**src/logic/spp_pkg.sv**
```systemverilog
// Shared constants and types for the strobed parallel port
`default_nettype none
package spp_pkg;

  // Direct addresses on the special-function bus
  localparam logic [7:0] ADDR_LATCH = 8'hd8;
  localparam logic [7:0] ADDR_CTL = 8'he8;

  // Reset values
  localparam logic [7:0] CTL_RST = 8'hfc;
  localparam logic [7:0] LATCH_RST = 8'hff;
  localparam logic [7:0] IBUF_RST = 8'hff;

  // Control/status field positions
  localparam int unsigned BIT_IN_FULL = 0;
  localparam int unsigned BIT_OUT_FULL = 1;
  localparam int unsigned BIT_IN_STROBE_MODE = 2;
  localparam int unsigned BIT_OUT_CLEAR_EDGE = 3;
  localparam int unsigned BIT_OUT_PIN_MODE_LO = 4;
  localparam int unsigned BIT_OUT_PIN_MODE_HI = 5;
  localparam int unsigned BIT_IN_PIN_MODE_LO = 6;
  localparam int unsigned BIT_IN_PIN_MODE_HI = 7;
  localparam logic [7:0] CTL_RO_MASK = 8'h03;
  localparam logic [2:0] FIRST_RW_BIT = 3'h2;

  // Data path sizes
  localparam int unsigned DATA_W = 8;
  localparam int unsigned FIFO_DEPTH = 8;

  // Synchroniser reset: strobes idle high, flag pins low
  localparam logic [3:0] CTL_PINS_RST = 4'hc;

  // Flag pin function
  typedef enum logic [1:0] {
    PIN_DRIVE0 = 2'b00,
    PIN_DRIVE1 = 2'b01,
    PIN_FLAG = 2'b10,
    PIN_INPUT = 2'b11
  } spp_pin_mode_t;

  typedef struct packed {
    spp_pin_mode_t in_side_pin_mode;
    spp_pin_mode_t out_side_pin_mode;
    logic out_clear_edge_mode;
    logic in_strobe_mode;
    logic out_buffer_full;
    logic in_buffer_full;
  } spp_ctl_t;

  // Special-function bus request
  typedef struct packed {
    logic [7:0] addr;
    logic wr;
    logic rd;
    logic bit_op;
    logic [7:0] wdata;
  } spp_sfr_req_t;

  // Control pins as one group
  typedef struct packed {
    logic out_strobe_n;
    logic in_strobe_n;
    logic sel;
    logic gate;
  } spp_ctl_pins_t;

endpackage
`default_nettype wire

```
**src/logic/spp_sync.sv**
```systemverilog
// Two-stage synchroniser, parameterised width
`timescale 1ns/100ps
`default_nettype none
module spp_sync #(
  parameter int unsigned WIDTH = 1,
  parameter logic [WIDTH-1:0] RST_VAL = '0
) (
  // Clock and reset
  input wire logic clock,
  input wire logic reset_n,
  // Data
  input wire logic [WIDTH-1:0] d_in,
  output logic [WIDTH-1:0] q_out
);

  logic [WIDTH-1:0] meta_r;

  always_ff @(posedge clock or negedge reset_n) begin
    if (!reset_n) begin
      meta_r <= RST_VAL;
      q_out <= RST_VAL;
    end else begin
      meta_r <= d_in;
      q_out <= meta_r;
    end
  end

endmodule // spp_sync
`default_nettype wire

```
**src/logic/spp_fifo.sv**
```systemverilog
// Synchronous FIFO with valid/ready on both sides
`timescale 1ns/100ps
`default_nettype none
module spp_fifo #(
  parameter int unsigned WIDTH = 8,
  parameter int unsigned DEPTH = 8
) (
  // Clock and reset
  input wire logic clock,
  input wire logic reset_n,
  // Fill side
  input wire logic in_valid,
  output logic in_ready,
  input wire logic [WIDTH-1:0] in_data,
  // Drain side
  output logic out_valid,
  input wire logic out_ready,
  output logic [WIDTH-1:0] out_data
);

  localparam int unsigned AW = $clog2(DEPTH);

  logic [WIDTH-1:0] mem [DEPTH];
  logic [AW:0] wr_ptr_r;
  logic [AW:0] rd_ptr_r;
  wire logic full;
  wire logic empty;
  wire logic push;
  wire logic pop;

  assign empty = (wr_ptr_r == rd_ptr_r);
  assign full = (wr_ptr_r[AW] != rd_ptr_r[AW]) && (wr_ptr_r[AW-1:0] == rd_ptr_r[AW-1:0]);
  assign in_ready = !full;
  assign out_valid = !empty;
  assign push = in_valid && !full;
  assign pop = out_ready && !empty;
  assign out_data = mem[rd_ptr_r[AW-1:0]];

  always_ff @(posedge clock) begin
    if (push) begin
      mem[wr_ptr_r[AW-1:0]] <= in_data;
    end
  end

  always_ff @(posedge clock or negedge reset_n) begin
    if (!reset_n) begin
      wr_ptr_r <= '0;
      rd_ptr_r <= '0;
    end else begin
      if (push) begin
        wr_ptr_r <= wr_ptr_r + 1'b1;
      end
      if (pop) begin
        rd_ptr_r <= rd_ptr_r + 1'b1;
      end
    end
  end

endmodule // spp_fifo
`default_nettype wire

```
**src/logic/spp_port.sv**
```systemverilog
// Strobed parallel port: latch, input buffer, control/status and flag pins
//
// Notes on behaviour
// - Pins drive only while the output strobe is low, unless output-always mode is set.
// - A CPU write to the port latch sets the output full flag.
// - Output full clears on the strobe rising edge in clear-edge mode 1, falling edge in 0.
// - Input full sets when the input strobe captures data and clears when the CPU reads it.
// - In input strobe mode 0 the strobe rising edge queues data; the buffer loads it and sets input full when input full is clear.
// - In mode 1 a strobe fall sets input full and the buffer follows pins while low.
// - Output-side pin mode 00 drives 0, 01 drives 1, 10 shows output full, 11 is select input.
// - In select mode, select low puts the port latch on the port, high the control/status.
// - Input-side pin mode 00 drives 0, 01 drives 1, 10 shows input full, 11 is enable input.
// - In port-enable mode a high enable floats the drivers and ignores both strobes.
// - Reset sets control/status bits 2 to 7 and clears bits 0 and 1.
// - All control/status bits are CPU read/write except the full flags, which ignore writes.
// - The port latch is a standard bit-addressable port latch at direct address D8.
// - Control/status sits at direct address E8 with its bits addressable from E8 to EF.
// - With all control pins grounded the port is a quasi-bidirectional port after reset.
`timescale 1ns/100ps
`default_nettype none
module spp_port (
  // Clock and reset
  input wire logic clock,
  input wire logic reset_n,
  // Special-function bus
  input wire spp_pkg::spp_sfr_req_t sfr_req,
  output logic [7:0] sfr_rdata,
  output logic sfr_hit,
  // Driver control selection
  input wire logic out_always_mode,
  // Port data pins
  input wire logic [7:0] port_in,
  output logic [7:0] port_out,
  output logic [7:0] port_oe,
  // Strobes from the host
  input wire logic out_strobe_n,
  input wire logic in_strobe_n,
  // Output-side flag pin
  input wire logic out_side_flag_pin_i,
  output logic out_side_flag_pin_o,
  output logic out_side_flag_pin_oe,
  // Input-side flag pin
  input wire logic in_side_flag_pin_i,
  output logic in_side_flag_pin_o,
  output logic in_side_flag_pin_oe,
  // Capture queue status
  output logic in_fifo_ready
);

  // Registers
  spp_pkg::spp_ctl_t ctl_r;
  spp_pkg::spp_ctl_t ctl_nxt;
  logic [7:0] latch_r;
  logic [7:0] latch_nxt;
  logic [7:0] ibuf_r;
  logic [7:0] ibuf_nxt;
  logic ostb_q_r;
  logic istb_q_r;

  // Synchronised pins
  spp_pkg::spp_ctl_pins_t pins_raw;
  spp_pkg::spp_ctl_pins_t pins_s;
  logic [7:0] port_s;

  assign pins_raw.out_strobe_n = out_strobe_n;
  assign pins_raw.in_strobe_n = in_strobe_n;
  assign pins_raw.sel = out_side_flag_pin_i;
  assign pins_raw.gate = in_side_flag_pin_i;

  spp_sync #(
    .WIDTH(4),
    .RST_VAL(spp_pkg::CTL_PINS_RST)
  ) u_sync_ctl (
    .clock(clock),
    .reset_n(reset_n),
    .d_in(pins_raw),
    .q_out(pins_s)
  );

  spp_sync #(
    .WIDTH(spp_pkg::DATA_W),
    .RST_VAL(spp_pkg::IBUF_RST)
  ) u_sync_data (
    .clock(clock),
    .reset_n(reset_n),
    .d_in(port_in),
    .q_out(port_s)
  );

  // Bus decode
  wire logic byte_latch;
  wire logic byte_ctl;
  wire logic bit_latch;
  wire logic bit_ctl;
  wire logic [2:0] bit_idx;
  wire logic wr_latch;
  wire logic wr_ctl;
  wire logic rd_latch;
  wire logic rd_ctl;

  assign bit_idx = sfr_req.addr[2:0];
  assign byte_latch = !sfr_req.bit_op && (sfr_req.addr == spp_pkg::ADDR_LATCH);
  assign byte_ctl = !sfr_req.bit_op && (sfr_req.addr == spp_pkg::ADDR_CTL);
  assign bit_latch = sfr_req.bit_op && (sfr_req.addr[7:3] == spp_pkg::ADDR_LATCH[7:3]);
  assign bit_ctl = sfr_req.bit_op && (sfr_req.addr[7:3] == spp_pkg::ADDR_CTL[7:3]);
  assign wr_latch = sfr_req.wr && (byte_latch || bit_latch);
  assign wr_ctl = sfr_req.wr && (byte_ctl || bit_ctl);
  assign rd_latch = sfr_req.rd && (byte_latch || bit_latch);
  assign rd_ctl = sfr_req.rd && (byte_ctl || bit_ctl);
  assign sfr_hit = byte_latch || byte_ctl || bit_latch || bit_ctl;

  // Port enable gating
  wire logic gate_mode;
  wire logic port_enabled;
  wire logic sel_mode;

  assign gate_mode = (ctl_r.in_side_pin_mode == spp_pkg::PIN_INPUT);
  assign port_enabled = !(gate_mode && pins_s.gate);
  assign sel_mode = (ctl_r.out_side_pin_mode == spp_pkg::PIN_INPUT);

  // Strobe edges, ignored while the port is disabled
  wire logic ostb_rise;
  wire logic ostb_fall;
  wire logic istb_rise;
  wire logic istb_fall;

  assign ostb_rise = port_enabled && pins_s.out_strobe_n && !ostb_q_r;
  assign ostb_fall = port_enabled && !pins_s.out_strobe_n && ostb_q_r;
  assign istb_rise = port_enabled && pins_s.in_strobe_n && !istb_q_r;
  assign istb_fall = port_enabled && !pins_s.in_strobe_n && istb_q_r;

  // Output full flag events
  wire logic out_full_set;
  wire logic out_full_clr;

  assign out_full_set = wr_latch;
  assign out_full_clr = ctl_r.out_clear_edge_mode ? ostb_rise : ostb_fall;

  // Edge-mode capture through the queue
  wire logic cap_push;
  wire logic q_valid;
  wire logic q_ready;
  wire logic [7:0] q_data;
  wire logic q_load;

  assign cap_push = istb_rise && !ctl_r.in_strobe_mode;
  assign q_ready = !ctl_r.in_strobe_mode && !ctl_r.in_buffer_full;
  assign q_load = q_valid && q_ready;

  spp_fifo #(
    .WIDTH(spp_pkg::DATA_W),
    .DEPTH(spp_pkg::FIFO_DEPTH)
  ) u_cap_fifo (
    .clock(clock),
    .reset_n(reset_n),
    .in_valid(cap_push),
    .in_ready(in_fifo_ready),
    .in_data(port_s),
    .out_valid(q_valid),
    .out_ready(q_ready),
    .out_data(q_data)
  );

  // Level-mode transparency
  wire logic transparent;

  assign transparent = ctl_r.in_strobe_mode && !pins_s.in_strobe_n && port_enabled;

  // Input full flag events
  wire logic in_full_set;
  wire logic in_full_clr;

  assign in_full_set = q_load || (ctl_r.in_strobe_mode && istb_fall);
  assign in_full_clr = rd_latch;

  // Writable bit mask for control/status
  wire logic bit_ctl_writable;

  assign bit_ctl_writable = (bit_idx >= spp_pkg::FIRST_RW_BIT);

  // Next control/status
  always_comb begin
    ctl_nxt = ctl_r;
    if (wr_ctl && byte_ctl) begin
      ctl_nxt = (sfr_req.wdata & ~spp_pkg::CTL_RO_MASK) |
                (ctl_r & spp_pkg::CTL_RO_MASK);
    end else if (wr_ctl && bit_ctl_writable) begin
      ctl_nxt[bit_idx] = sfr_req.wdata[0];
    end
    if (out_full_clr) begin
      ctl_nxt.out_buffer_full = 1'b0;
    end
    if (out_full_set) begin
      ctl_nxt.out_buffer_full = 1'b1;
    end
    if (in_full_clr) begin
      ctl_nxt.in_buffer_full = 1'b0;
    end
    if (in_full_set) begin
      ctl_nxt.in_buffer_full = 1'b1;
    end
  end

  // Next port latch
  always_comb begin
    latch_nxt = latch_r;
    if (wr_latch && byte_latch) begin
      latch_nxt = sfr_req.wdata;
    end else if (wr_latch) begin
      latch_nxt[bit_idx] = sfr_req.wdata[0];
    end
  end

  // Next input buffer
  always_comb begin
    ibuf_nxt = ibuf_r;
    if (transparent) begin
      ibuf_nxt = port_s;
    end else if (q_load) begin
      ibuf_nxt = q_data;
    end
  end

  // Register updates
  always_ff @(posedge clock or negedge reset_n) begin
    if (!reset_n) begin
      ctl_r <= spp_pkg::CTL_RST;
      latch_r <= spp_pkg::LATCH_RST;
      ibuf_r <= spp_pkg::IBUF_RST;
    end else begin
      ctl_r <= ctl_nxt;
      latch_r <= latch_nxt;
      ibuf_r <= ibuf_nxt;
    end
  end

  // Previous strobe levels for edge detection
  always_ff @(posedge clock or negedge reset_n) begin
    if (!reset_n) begin
      ostb_q_r <= 1'b1;
      istb_q_r <= 1'b1;
    end else begin
      ostb_q_r <= pins_s.out_strobe_n;
      istb_q_r <= pins_s.in_strobe_n;
    end
  end

  // Read data; reading the latch address returns the input buffer
  wire logic [7:0] rd_byte;
  wire logic [7:0] rd_value;

  assign rd_byte = rd_latch ? ibuf_r : ctl_r;
  assign rd_value = sfr_req.bit_op ? {7'h00, rd_byte[bit_idx]} : rd_byte;

  always_ff @(posedge clock or negedge reset_n) begin
    if (!reset_n) begin
      sfr_rdata <= 8'h00;
    end else if (rd_latch || rd_ctl) begin
      sfr_rdata <= rd_value;
    end
  end

  // Port drive: source select and driver control
  wire logic [7:0] out_byte;
  wire logic drive_en;
  wire logic [7:0] oe_nxt;

  assign out_byte = (sel_mode && pins_s.sel) ? ctl_r : latch_r;
  assign drive_en = port_enabled && (out_always_mode || !pins_s.out_strobe_n);
  // Quasi-bidirectional: pull low on zeros, ones come from the pull-ups
  assign oe_nxt = drive_en ? ~out_byte : 8'h00;

  always_ff @(posedge clock or negedge reset_n) begin
    if (!reset_n) begin
      port_out <= 8'h00;
      port_oe <= 8'h00;
    end else begin
      port_out <= out_byte;
      port_oe <= oe_nxt;
    end
  end

  // Flag pin functions
  logic out_flag_o;
  logic out_flag_oe;
  logic in_flag_o;
  logic in_flag_oe;

  always_comb begin
    out_flag_o = 1'b0;
    out_flag_oe = 1'b1;
    case (ctl_r.out_side_pin_mode)
      spp_pkg::PIN_DRIVE0: begin
        out_flag_o = 1'b0;
      end
      spp_pkg::PIN_DRIVE1: begin
        out_flag_o = 1'b1;
      end
      spp_pkg::PIN_FLAG: begin
        out_flag_o = ctl_r.out_buffer_full;
      end
      spp_pkg::PIN_INPUT: begin
        out_flag_oe = 1'b0;
      end
      default: begin
        out_flag_oe = 1'b0;
      end
    endcase
  end

  always_comb begin
    in_flag_o = 1'b0;
    in_flag_oe = 1'b1;
    case (ctl_r.in_side_pin_mode)
      spp_pkg::PIN_DRIVE0: begin
        in_flag_o = 1'b0;
      end
      spp_pkg::PIN_DRIVE1: begin
        in_flag_o = 1'b1;
      end
      spp_pkg::PIN_FLAG: begin
        in_flag_o = ctl_r.in_buffer_full;
      end
      spp_pkg::PIN_INPUT: begin
        in_flag_oe = 1'b0;
      end
      default: begin
        in_flag_oe = 1'b0;
      end
    endcase
  end

  always_ff @(posedge clock or negedge reset_n) begin
    if (!reset_n) begin
      out_side_flag_pin_o <= 1'b0;
      out_side_flag_pin_oe <= 1'b0;
      in_side_flag_pin_o <= 1'b0;
      in_side_flag_pin_oe <= 1'b0;
    end else begin
      out_side_flag_pin_o <= out_flag_o;
      out_side_flag_pin_oe <= out_flag_oe;
      in_side_flag_pin_o <= in_flag_o;
      in_side_flag_pin_oe <= in_flag_oe;
    end
  end

endmodule // spp_port
`default_nettype wire

```
**config.mk**
```make
export PLATFORM = sky130hd
export DESIGN_NAME = spp_port
export DESIGN_NICKNAME = d
export VERILOG_FILES = /design/src/logic/spp_pkg.sv /design/src/logic/spp_sync.sv /design/src/logic/spp_fifo.sv /design/src/logic/spp_port.sv
export SDC_FILE = /design/constraint.sdc
export NUM_CORES = 1
export LEC_CHECK = 0
export BUFFER_PORTS_ARGS = -buffer_cell sky130_fd_sc_hd__buf_2
export CAP_MARGIN = 30
export CELL_PAD_IN_SITES_DETAIL_PLACEMENT = 1
export CELL_PAD_IN_SITES_GLOBAL_PLACEMENT = 1
export CORE_MARGIN = 5
export CORE_UTILIZATION = 45
export CTS_CLUSTER_DIAMETER = 80
export DETAILED_ROUTE_END_ITERATION = 10
export PLACE_DENSITY = 0.85
export SYNTH_ARGS = -nofsm -noshare
export SYNTH_HDL_FRONTEND = slang
export SYNTH_HIERARCHICAL = 1
export SYNTH_SLANG_ARGS = --single-unit
```
**constraint.sdc**
```tcl
create_clock -name clock -period 7.7 [get_ports clock]
set_clock_uncertainty 0.05 [all_clocks]
set_input_delay 0.77 -clock clock [delete_from_list [all_inputs] [get_ports clock]]
set_output_delay 0.77 -clock clock [all_outputs]
set_load 0.05 [all_outputs]
```
==> implementation parameters, run 1 <==
Parameter                              Value

Run status
  Outcome    completed

Layout
  Number of nets in the layout    between 500 and 600
  Layout-stage area growth over the synthesis result    17.7%
  Antenna cell count    0
  Share of layout cells above drive strength 1    a little over a third
  Most common cell after layout, fill and taps aside    sky130_fd_sc_hd__edfxtp_1
  Leading cell types in the layout, fill and taps excluded    sky130_fd_sc_hd__edfxtp_1 (64), sky130_fd_sc_hd__buf_2 (62), sky130_fd_sc_hd__nand2_1 (48), sky130_fd_sc_hd__dfstp_2 (44), sky130_fd_sc_hd__dfrtp_1 (42)
  Layout filler cell count    between 1k and 1.5k
  Post-route standard cell area excluding fillers    between 0.007 and 0.008 mm2

Critical path
  Setup CP Type    register to primary output
  Crit-path leading delay family    flip-flops
  Cell with the biggest individual delay on the critical path    sky130_fd_sc_hd__dfrtp_1
  Worst setup slack for register-to-register paths    ~5 ns
  Crit path depth    4
  Worst path buffer plus inverter count    2
  Worst setup endpoint    in_fifo_ready
  Critical path origin    u_cap_fifo/rd_ptr_r[1]
  Reg-to-reg critical path endpoint    ibuf_r[7]
  Crit path capture type    primary output
  Critical path's largest stage delay    about 0.92 ns
  Cell breakdown of the critical path    xor2_1 > nor4_2 > inv_1 > buf_2
  WP data arrival    ~2.8 ns
  Origin of the critical flop-to-flop path    u_cap_fifo/rd_ptr_r[1]
  Maximum fanout along the worst path    21
  Data required time of the critical path    6.88 ns
  Number of cells traversed by the worst register-to-register path    5
  Critical path launch point type    register

Synth
  Post-synthesis instance area    approximately 0.0064 mm2
  Post-synthesis net count    between 400 and 500
  Number of register bits inferred by synthesis    150
  Async set-reset flop share out of synthesis    a little under three fifths
  Share of the synthesized area in compound gates (AO/OA/AOI/OAI)    between 6 and 7%
  Synth Area per Inst    roughly 15 um2
  Number of enable-type register cells in the synthesized netlist    64
  Combinational family with the most area after synthesis    multiplexers
  Adder-cell share of the synthesized area    1.56%
  Share of synthesized area occupied by flip-flops and latches    between 60% and 70%
  Netlist cell types    slightly below 60
  Synth warn    6
  Mux cell area share after synthesis    about 14%
  Gate count of the mapped netlist    roughly 440
  Share of synthesized cell area in and, or, nand and nor gates    under 10%
  Synthesized-area fraction occupied by xor and xnor cells    1.89%
  Ys flop type    sky130_fd_sc_hd__edfxtp_1

Drt
  First-pass detailed-route iteration total    4
  DRC    0
  Routed vias/inst    roughly 5.6
  Routed wire length    approximately 15 mm
  Count of routing violations after the opening detailed-route iteration    between 150 and 200
  Count of vias placed by the detailed router    about 4k
  Wire length per cell    21.1 um
  Count of nets left with antenna violations after detail routing    0

Global route
  Maximum number of pins on one net before global-route repair    between 40 and 50
  Vias in the first global route    4329
  GRT Resource Usage Total    a little under a fifth
  Global-route wire length before repair    23.9 mm
  Overflow left after global routing    0
  Initial antenna violation count    0

Clock tree
  Post CTS Setup Buffer Count    0
  CTS clk-pin slew, worst paths    about 0.060 ns
  CTS hold repair buffers    0
  Insertion delay of the later-clocked pin in the worst-skew pair    roughly 0.43 ns
  Clock Path Buffers    2
  Maximum level of the CTS H-tree    4
  Number of clock sinks    150
  Total clock buffers created by CTS    17
  Number of gates resized after cts    0
  Clock tree from TritonCTS    built
  Cell chosen for the clock root    sky130_fd_sc_hd__clkbuf_16

Power
  Total leakage power    between 0.002 and 0.003 uW
  Power density of the placed cells    roughly 320 mW/mm2
  VDD IR max    between 200 and 250 uV

Timing
  Unrepaired setup endpoints after global routing    no
  Endpoints failing hold    0
  Fraction of the cycle the final worst path needs    46.3%
  Worst max-slew margin expressed relative to the limit    34.6%
  Number of pins exceeding their max-slew limit in the final report    0
  Final critical path time including I/O delays and setup    approximately 3.6 ns
  Maximum clock rate    0.280 GHz
  Transition time at the pin with the least slew margin    a little under 1 ns
  Final setup vio count    0
  Setup TNS    0 ns

Place
  Weighted congestion at the end of routability-driven global placement    0.833
  Placed wire-length estimate    10.3 mm
  Placed instance area    0.00691 mm2
  Number of buffers added on ports    63

Floorplan
  Effective utilization at floorplan    a little under half
  Die width    approximately 130 um
  Die extent in y    approximately 130 um
  Die outline area    ~0.017 mm2
  Number of placement rows    43
  IO Count    64
  Core box area    approximately 0.014 mm2

Job
  Maximum Capacitance Violations    0

Min path
  Worst hold path type    primary input to asynchronous set/reset pin
-- synth_stat cells (5+ instances only) --
cell type | instances | area share [%]
sky130_fd_sc_hd__nand2_1 | 48 | 2.8
sky130_fd_sc_hd__o21ai_0 | 17 | 1.3
sky130_fd_sc_hd__nor2_1 | 31 | 1.8
sky130_fd_sc_hd__o21ai_1 | 20 | 1.6
sky130_fd_sc_hd__nor4b_1 | 5 | 0.68
sky130_fd_sc_hd__dfrtp_1 | 42 | 16
sky130_fd_sc_hd__mux2_2 | 12 | 2.1
sky130_fd_sc_hd__inv_1 | 10 | 0.59
sky130_fd_sc_hd__ha_1 | 8 | 1.6
sky130_fd_sc_hd__edfxtp_1 | 64 | 30
sky130_fd_sc_hd__xor2_1 | 5 | 0.68
sky130_fd_sc_hd__dfstp_2 | 44 | 18
sky130_fd_sc_hd__mux4_1 | 8 | 3.3
sky130_fd_sc_hd__xnor2_1 | 7 | 0.96
sky130_fd_sc_hd__mux4_2 | 8 | 2.8
sky130_fd_sc_hd__buf_2 | 9 | 0.70
sky130_fd_sc_hd__mux2i_1 | 32 | 5.0
-- worst min-delay path by stage --
stage                     cells past startpoint                   to            startpoint
after CTS                                     1         sfr_rdata[4]               reset_n
after floorplan                               0  u_sync_ctl/q_out[0]  u_sync_ctl/meta_r[0]
final                                         1          port_out[0]               reset_n
after global routing                          1          port_out[0]               reset_n
after detailed placement                      0  u_sync_ctl/q_out[0]  u_sync_ctl/meta_r[0]
after global placement                        0  u_sync_ctl/q_out[1]  u_sync_ctl/meta_r[1]
-- where the power goes --
part           total (uW)  switching [uW]  internal [uW]  leakage [uW]
Sequential           1050             107            946       0.00156
Combinational         493             275            219       0.00101
Clock                 860             328            532      0.000299
Total                2410             710           1700       0.00286
-- area by class of cell --
| cell class | instances | area [um2] | area share (%) |
|---|---|---|---|
| Sequential cell | 150 | 4130 | 54.8 |
| Multi-Input combinational cell | 262 | 2110 | 28.0 |
| Clock buffer | 22 | 507 | 6.72 |
| Timing Repair Buffer | 73 | 415 | 5.51 |
| Tap cell | 180 | 225 | 2.99 |
| Clock inverter | 10 | 115 | 1.53 |
| Inverter | 10 | 37.5 | 0.498 |
-- flip-flops by register name, indices dropped and copies added (netlist names), 8 cells and up --
signal and count:
latch_r 8, u_cap_fifo/mem 64, port_oe 8, u_sync_data/meta_r 8
sfr_rdata 8, port_out 8, u_sync_data/q_out 8, ctl_r 8
ibuf_r 8
-- per-stage QoR --
step | util (%) | worst slack (ns) | instances | hold WS [ns] | total power [uW]
floorplan | - | 4.58 | 441 | 0.281 | 1430
global placement | 49.3 | 4.73 | 673 | 0.285 | 1510
detailed placement | 49.6 | 4.68 | 675 | 0.286 | 1560
CTS | 54.1 | 4.14 | 707 | 0.278 | 2430
global route | 54.1 | 3.95 | 707 | 0.301 | 2520
finish | 54.1 | 4.13 | 707 | 0.280 | 2410
-- cells by family (layout without fill, tap and decap cells) --
group / count (synthesis) / count (layout)
buf+inv: 29 / 115
mux: 62 / 62
simple gates: 118 / 118
fa+ha+maj: 8 / 8
compound gates: 61 / 61
xor+xnor: 13 / 13
flops: 150 / 150
-- layer usage --
| layer | global-route usage (%) | share of wire, % | up-vias |
|---|---|---|---|
| met2 | 33.0 | 51 | 114 |
| met3 | 4.91 | 5.0 | 37 |
| met5 | 0 | 0 | - |
| li1 | - | - | 1772 |
| met4 | 8.34 | 3.0 | 0 |
| met1 | 22.5 | 41 | 2019 |
Note: power is estimated with default switching activity, not from simulation.
==> inputs of run 2 (changes only) <==
==> constraint.sdc (replaced) <==
create_clock -name clock -period 3.7 [get_ports clock]
set_clock_uncertainty 0.05 [all_clocks]
set_input_delay 0.37 -clock clock [delete_from_list [all_inputs] [get_ports clock]]
set_output_delay 0.37 -clock clock [all_outputs]
set_load 0.05 [all_outputs]
==> run 2 against run 1 <==
Critical path type unchanged. Worst setup slack worse by 3.6 ns. Via count down 1.3%. Register-to-register slack worse by 4.0 ns. Die area unchanged. Largest power group unchanged.
==> implementation parameters, run 2 (synthesized netlist as in run 1, its figures left out) <==
Parameter                              Value

Floorplan
  Effective utilization at floorplan    between 40% and 50%
  Core box area    between 0.01 and 0.015 mm2
  Die extent in y    ~130 um
  Die outline area    0.0167 mm2
  Number of placement rows    43
  Die width    129 um
  IO Count    64

Layout
  Leading cell types in the layout, fill and taps excluded    sky130_fd_sc_hd__edfxtp_1 (64), sky130_fd_sc_hd__buf_2 (62), sky130_fd_sc_hd__nand2_1 (48), sky130_fd_sc_hd__dfstp_2 (44), sky130_fd_sc_hd__dfrtp_1 (42)
  Layout filler cell count    around 1.4k
  Most common cell after layout, fill and taps aside    sky130_fd_sc_hd__edfxtp_1
  Number of nets in the layout    569
  Layout-stage area growth over the synthesis result    19.2%
  Share of layout cells above drive strength 1    about 34%
  Flip-flop count of the largest register, all copies and words added    64
  Post-route standard cell area excluding fillers    0.00763 mm2
  Antenna cell count    0
  Footprint of the multi-input gates    around 0.0021 mm2
  Final Non-Filler Cells    720
  Sequential standard cell area    ~0.0041 mm2

Power
  Clock network fraction of design power    34.9%
  Proportion of power drawn by flip-flops and latches    44.7%
  P_int    3480 uW
  VDD IR max    roughly 460 uV
  Combinational Power Share    20.4%
  Share of total power consumed by net switching    around 30%
  Reported net switching power    roughly 1500 uW
  Total leakage power    between 0.002 and 0.003 uW
  Power density of the placed cells    roughly 650 mW/mm2
  Tot Pwr    approximately 5000 uW

Critical path
  Worst setup slack for register-to-register paths    ~0.87 ns
  Setup CP Type    register to primary output
  Maximum fanout along the worst path    21
  Crit path capture type    primary output
  Critical path launch point type    register
  WP data arrival    ~2.8 ns
  Data required time of the critical path    roughly 3.3 ns

Place
  Worst setup slack after placement    between 0.8 and 0.9 ns
  Placed instance area    around 0.007 mm2
  Placed wire-length estimate    between 10 and 15 mm
  Number of buffers added on ports    63
  Placed Instances    675
  Weighted congestion at the end of routability-driven global placement    ~0.82

Global route
  Maximum number of pins on one net before global-route repair    48
  Global-route wire length before repair    23.7 mm
  Initial antenna violation count    0
  Overflow left after global routing    0
  GRT Resource Usage Total    between 10% and 20%
  Vias in the first global route    4364

Clock tree
  Post CTS Setup Buffer Count    0
  Cell chosen for the clock root    sky130_fd_sc_hd__clkbuf_16
  Insertion delay of the later-clocked pin in the worst-skew pair    ~0.42 ns
  Total clock buffers created by CTS    17
  Clock Path Buffers    2
  Clock tree from TritonCTS    built
  CTS clk-pin slew, worst paths    roughly 0.070 ns
  Maximum level of the CTS H-tree    4
  Number of clock sinks    150

Drt
  Count of nets left with antenna violations after detail routing    0
  Routed wire length    between 10 and 15 mm
  Routed vias/inst    between 5 and 6
  DRC    0
  Wire length per cell    around 20 um
  Count of vias placed by the detailed router    roughly 3.9k
  Count of routing violations after the opening detailed-route iteration    between 200 and 300
  First-pass detailed-route iteration total    4

Run status
  Outcome    completed

Timing
  Fraction of the cycle the final worst path needs    86.7%
  Unrepaired setup endpoints after global routing    no
  Setup TNS    0 ns
  Number of pins exceeding their max-slew limit in the final report    0
  Maximum clock rate    a little over 0.3 GHz
  Final setup vio count    0
  Worst max-slew margin expressed relative to the limit    38.5%
  Worst-case setup margin in the final layout    0.492 ns
  Endpoints failing hold    0
  Transition time at the pin with the least slew margin    ~0.92 ns
  Final critical path time including I/O delays and setup    about 3.2 ns

Job
  Maximum Capacitance Violations    0

Min path
  Worst hold path type    primary input to register
-- run 2: changes by cell type in the layout (fill, tap and decap cells not counted), sizes merged --
cell           previous run  this run
clkdlybuf4s18             1         0
clkinv                    4         2
dlygate4sd3               0        13
inv                      11        13
buf                      72        73
-- run 2: what timing repair did --
item,CTS,global route
resized for setup,0,0
endpoints found under the hold margin,29,0
hold buffers,13,0
-- run 2: through the flow --
step	utilization, %	hold slack [ns]
floorplan	-	0.0244
global placement	49.4	0.285
detailed placement	49.6	0.289
CTS	54.8	0.0889
global route	54.8	0.106
finish	54.8	0.109
-- run 2: final timing paths --
kind | end | cells after the start | from
worst min-delay path | ctl_r[3] | 3 | sfr_req[3]
worst max-delay path | in_fifo_ready | 4 | u_cap_fifo/rd_ptr_r[1]
worst min register to register | u_sync_ctl/q_out[1] | 0 | u_sync_ctl/meta_r[1]
worst max register to register | u_cap_fifo/mem[7][5] | 3 | u_cap_fifo/rd_ptr_r[1]
max in group asynchronous | ibuf_r[5] | 3 | reset_n
min in group asynchronous | port_out[6] | 2 | reset_n
-- run 2: final cells by class --
class	count	area share, %
tap	180	2.95
clock inverter	10	1.54
clock buffer	22	6.23
sequential	150	54.1
timing repair buffer	86	7.11
multi-input combinational	262	27.6
inverter	10	0.492
-- run 2: power groups by stage --
stage / sequential, uW / combinational [uW] / clock (uW)
4_1_cts: 2220 / 1020 / 1770
5_1_grt: 2240 / 1110 / 1840
3_5_place_dp: 2250 / 1000 / 0
2_1_floorplan: 2140 / 845 / 0
6_report: 2220 / 1010 / 1730
3_3_place_gp: 2210 / 930 / 0
-- run 2: per-layer routing --
layer / wire, um / vias to the layer above / track usage (%)
li1: - / 1797 / -
met1: 6090 / 1991 / 22.9
met2: 7640 / 88 / 33.0
met3: 648 / 14 / 4.45
met4: 171 / 0 / 5.93
met5: 0 / - / 0
-- run 2: worst max-delay path: stages (launching register included) --
cell                      delay [ns]
sky130_fd_sc_hd__dfrtp_1        0.93
sky130_fd_sc_hd__xor2_1         0.32
sky130_fd_sc_hd__nor4_2         0.75
sky130_fd_sc_hd__inv_1          0.11
sky130_fd_sc_hd__buf_2          0.25
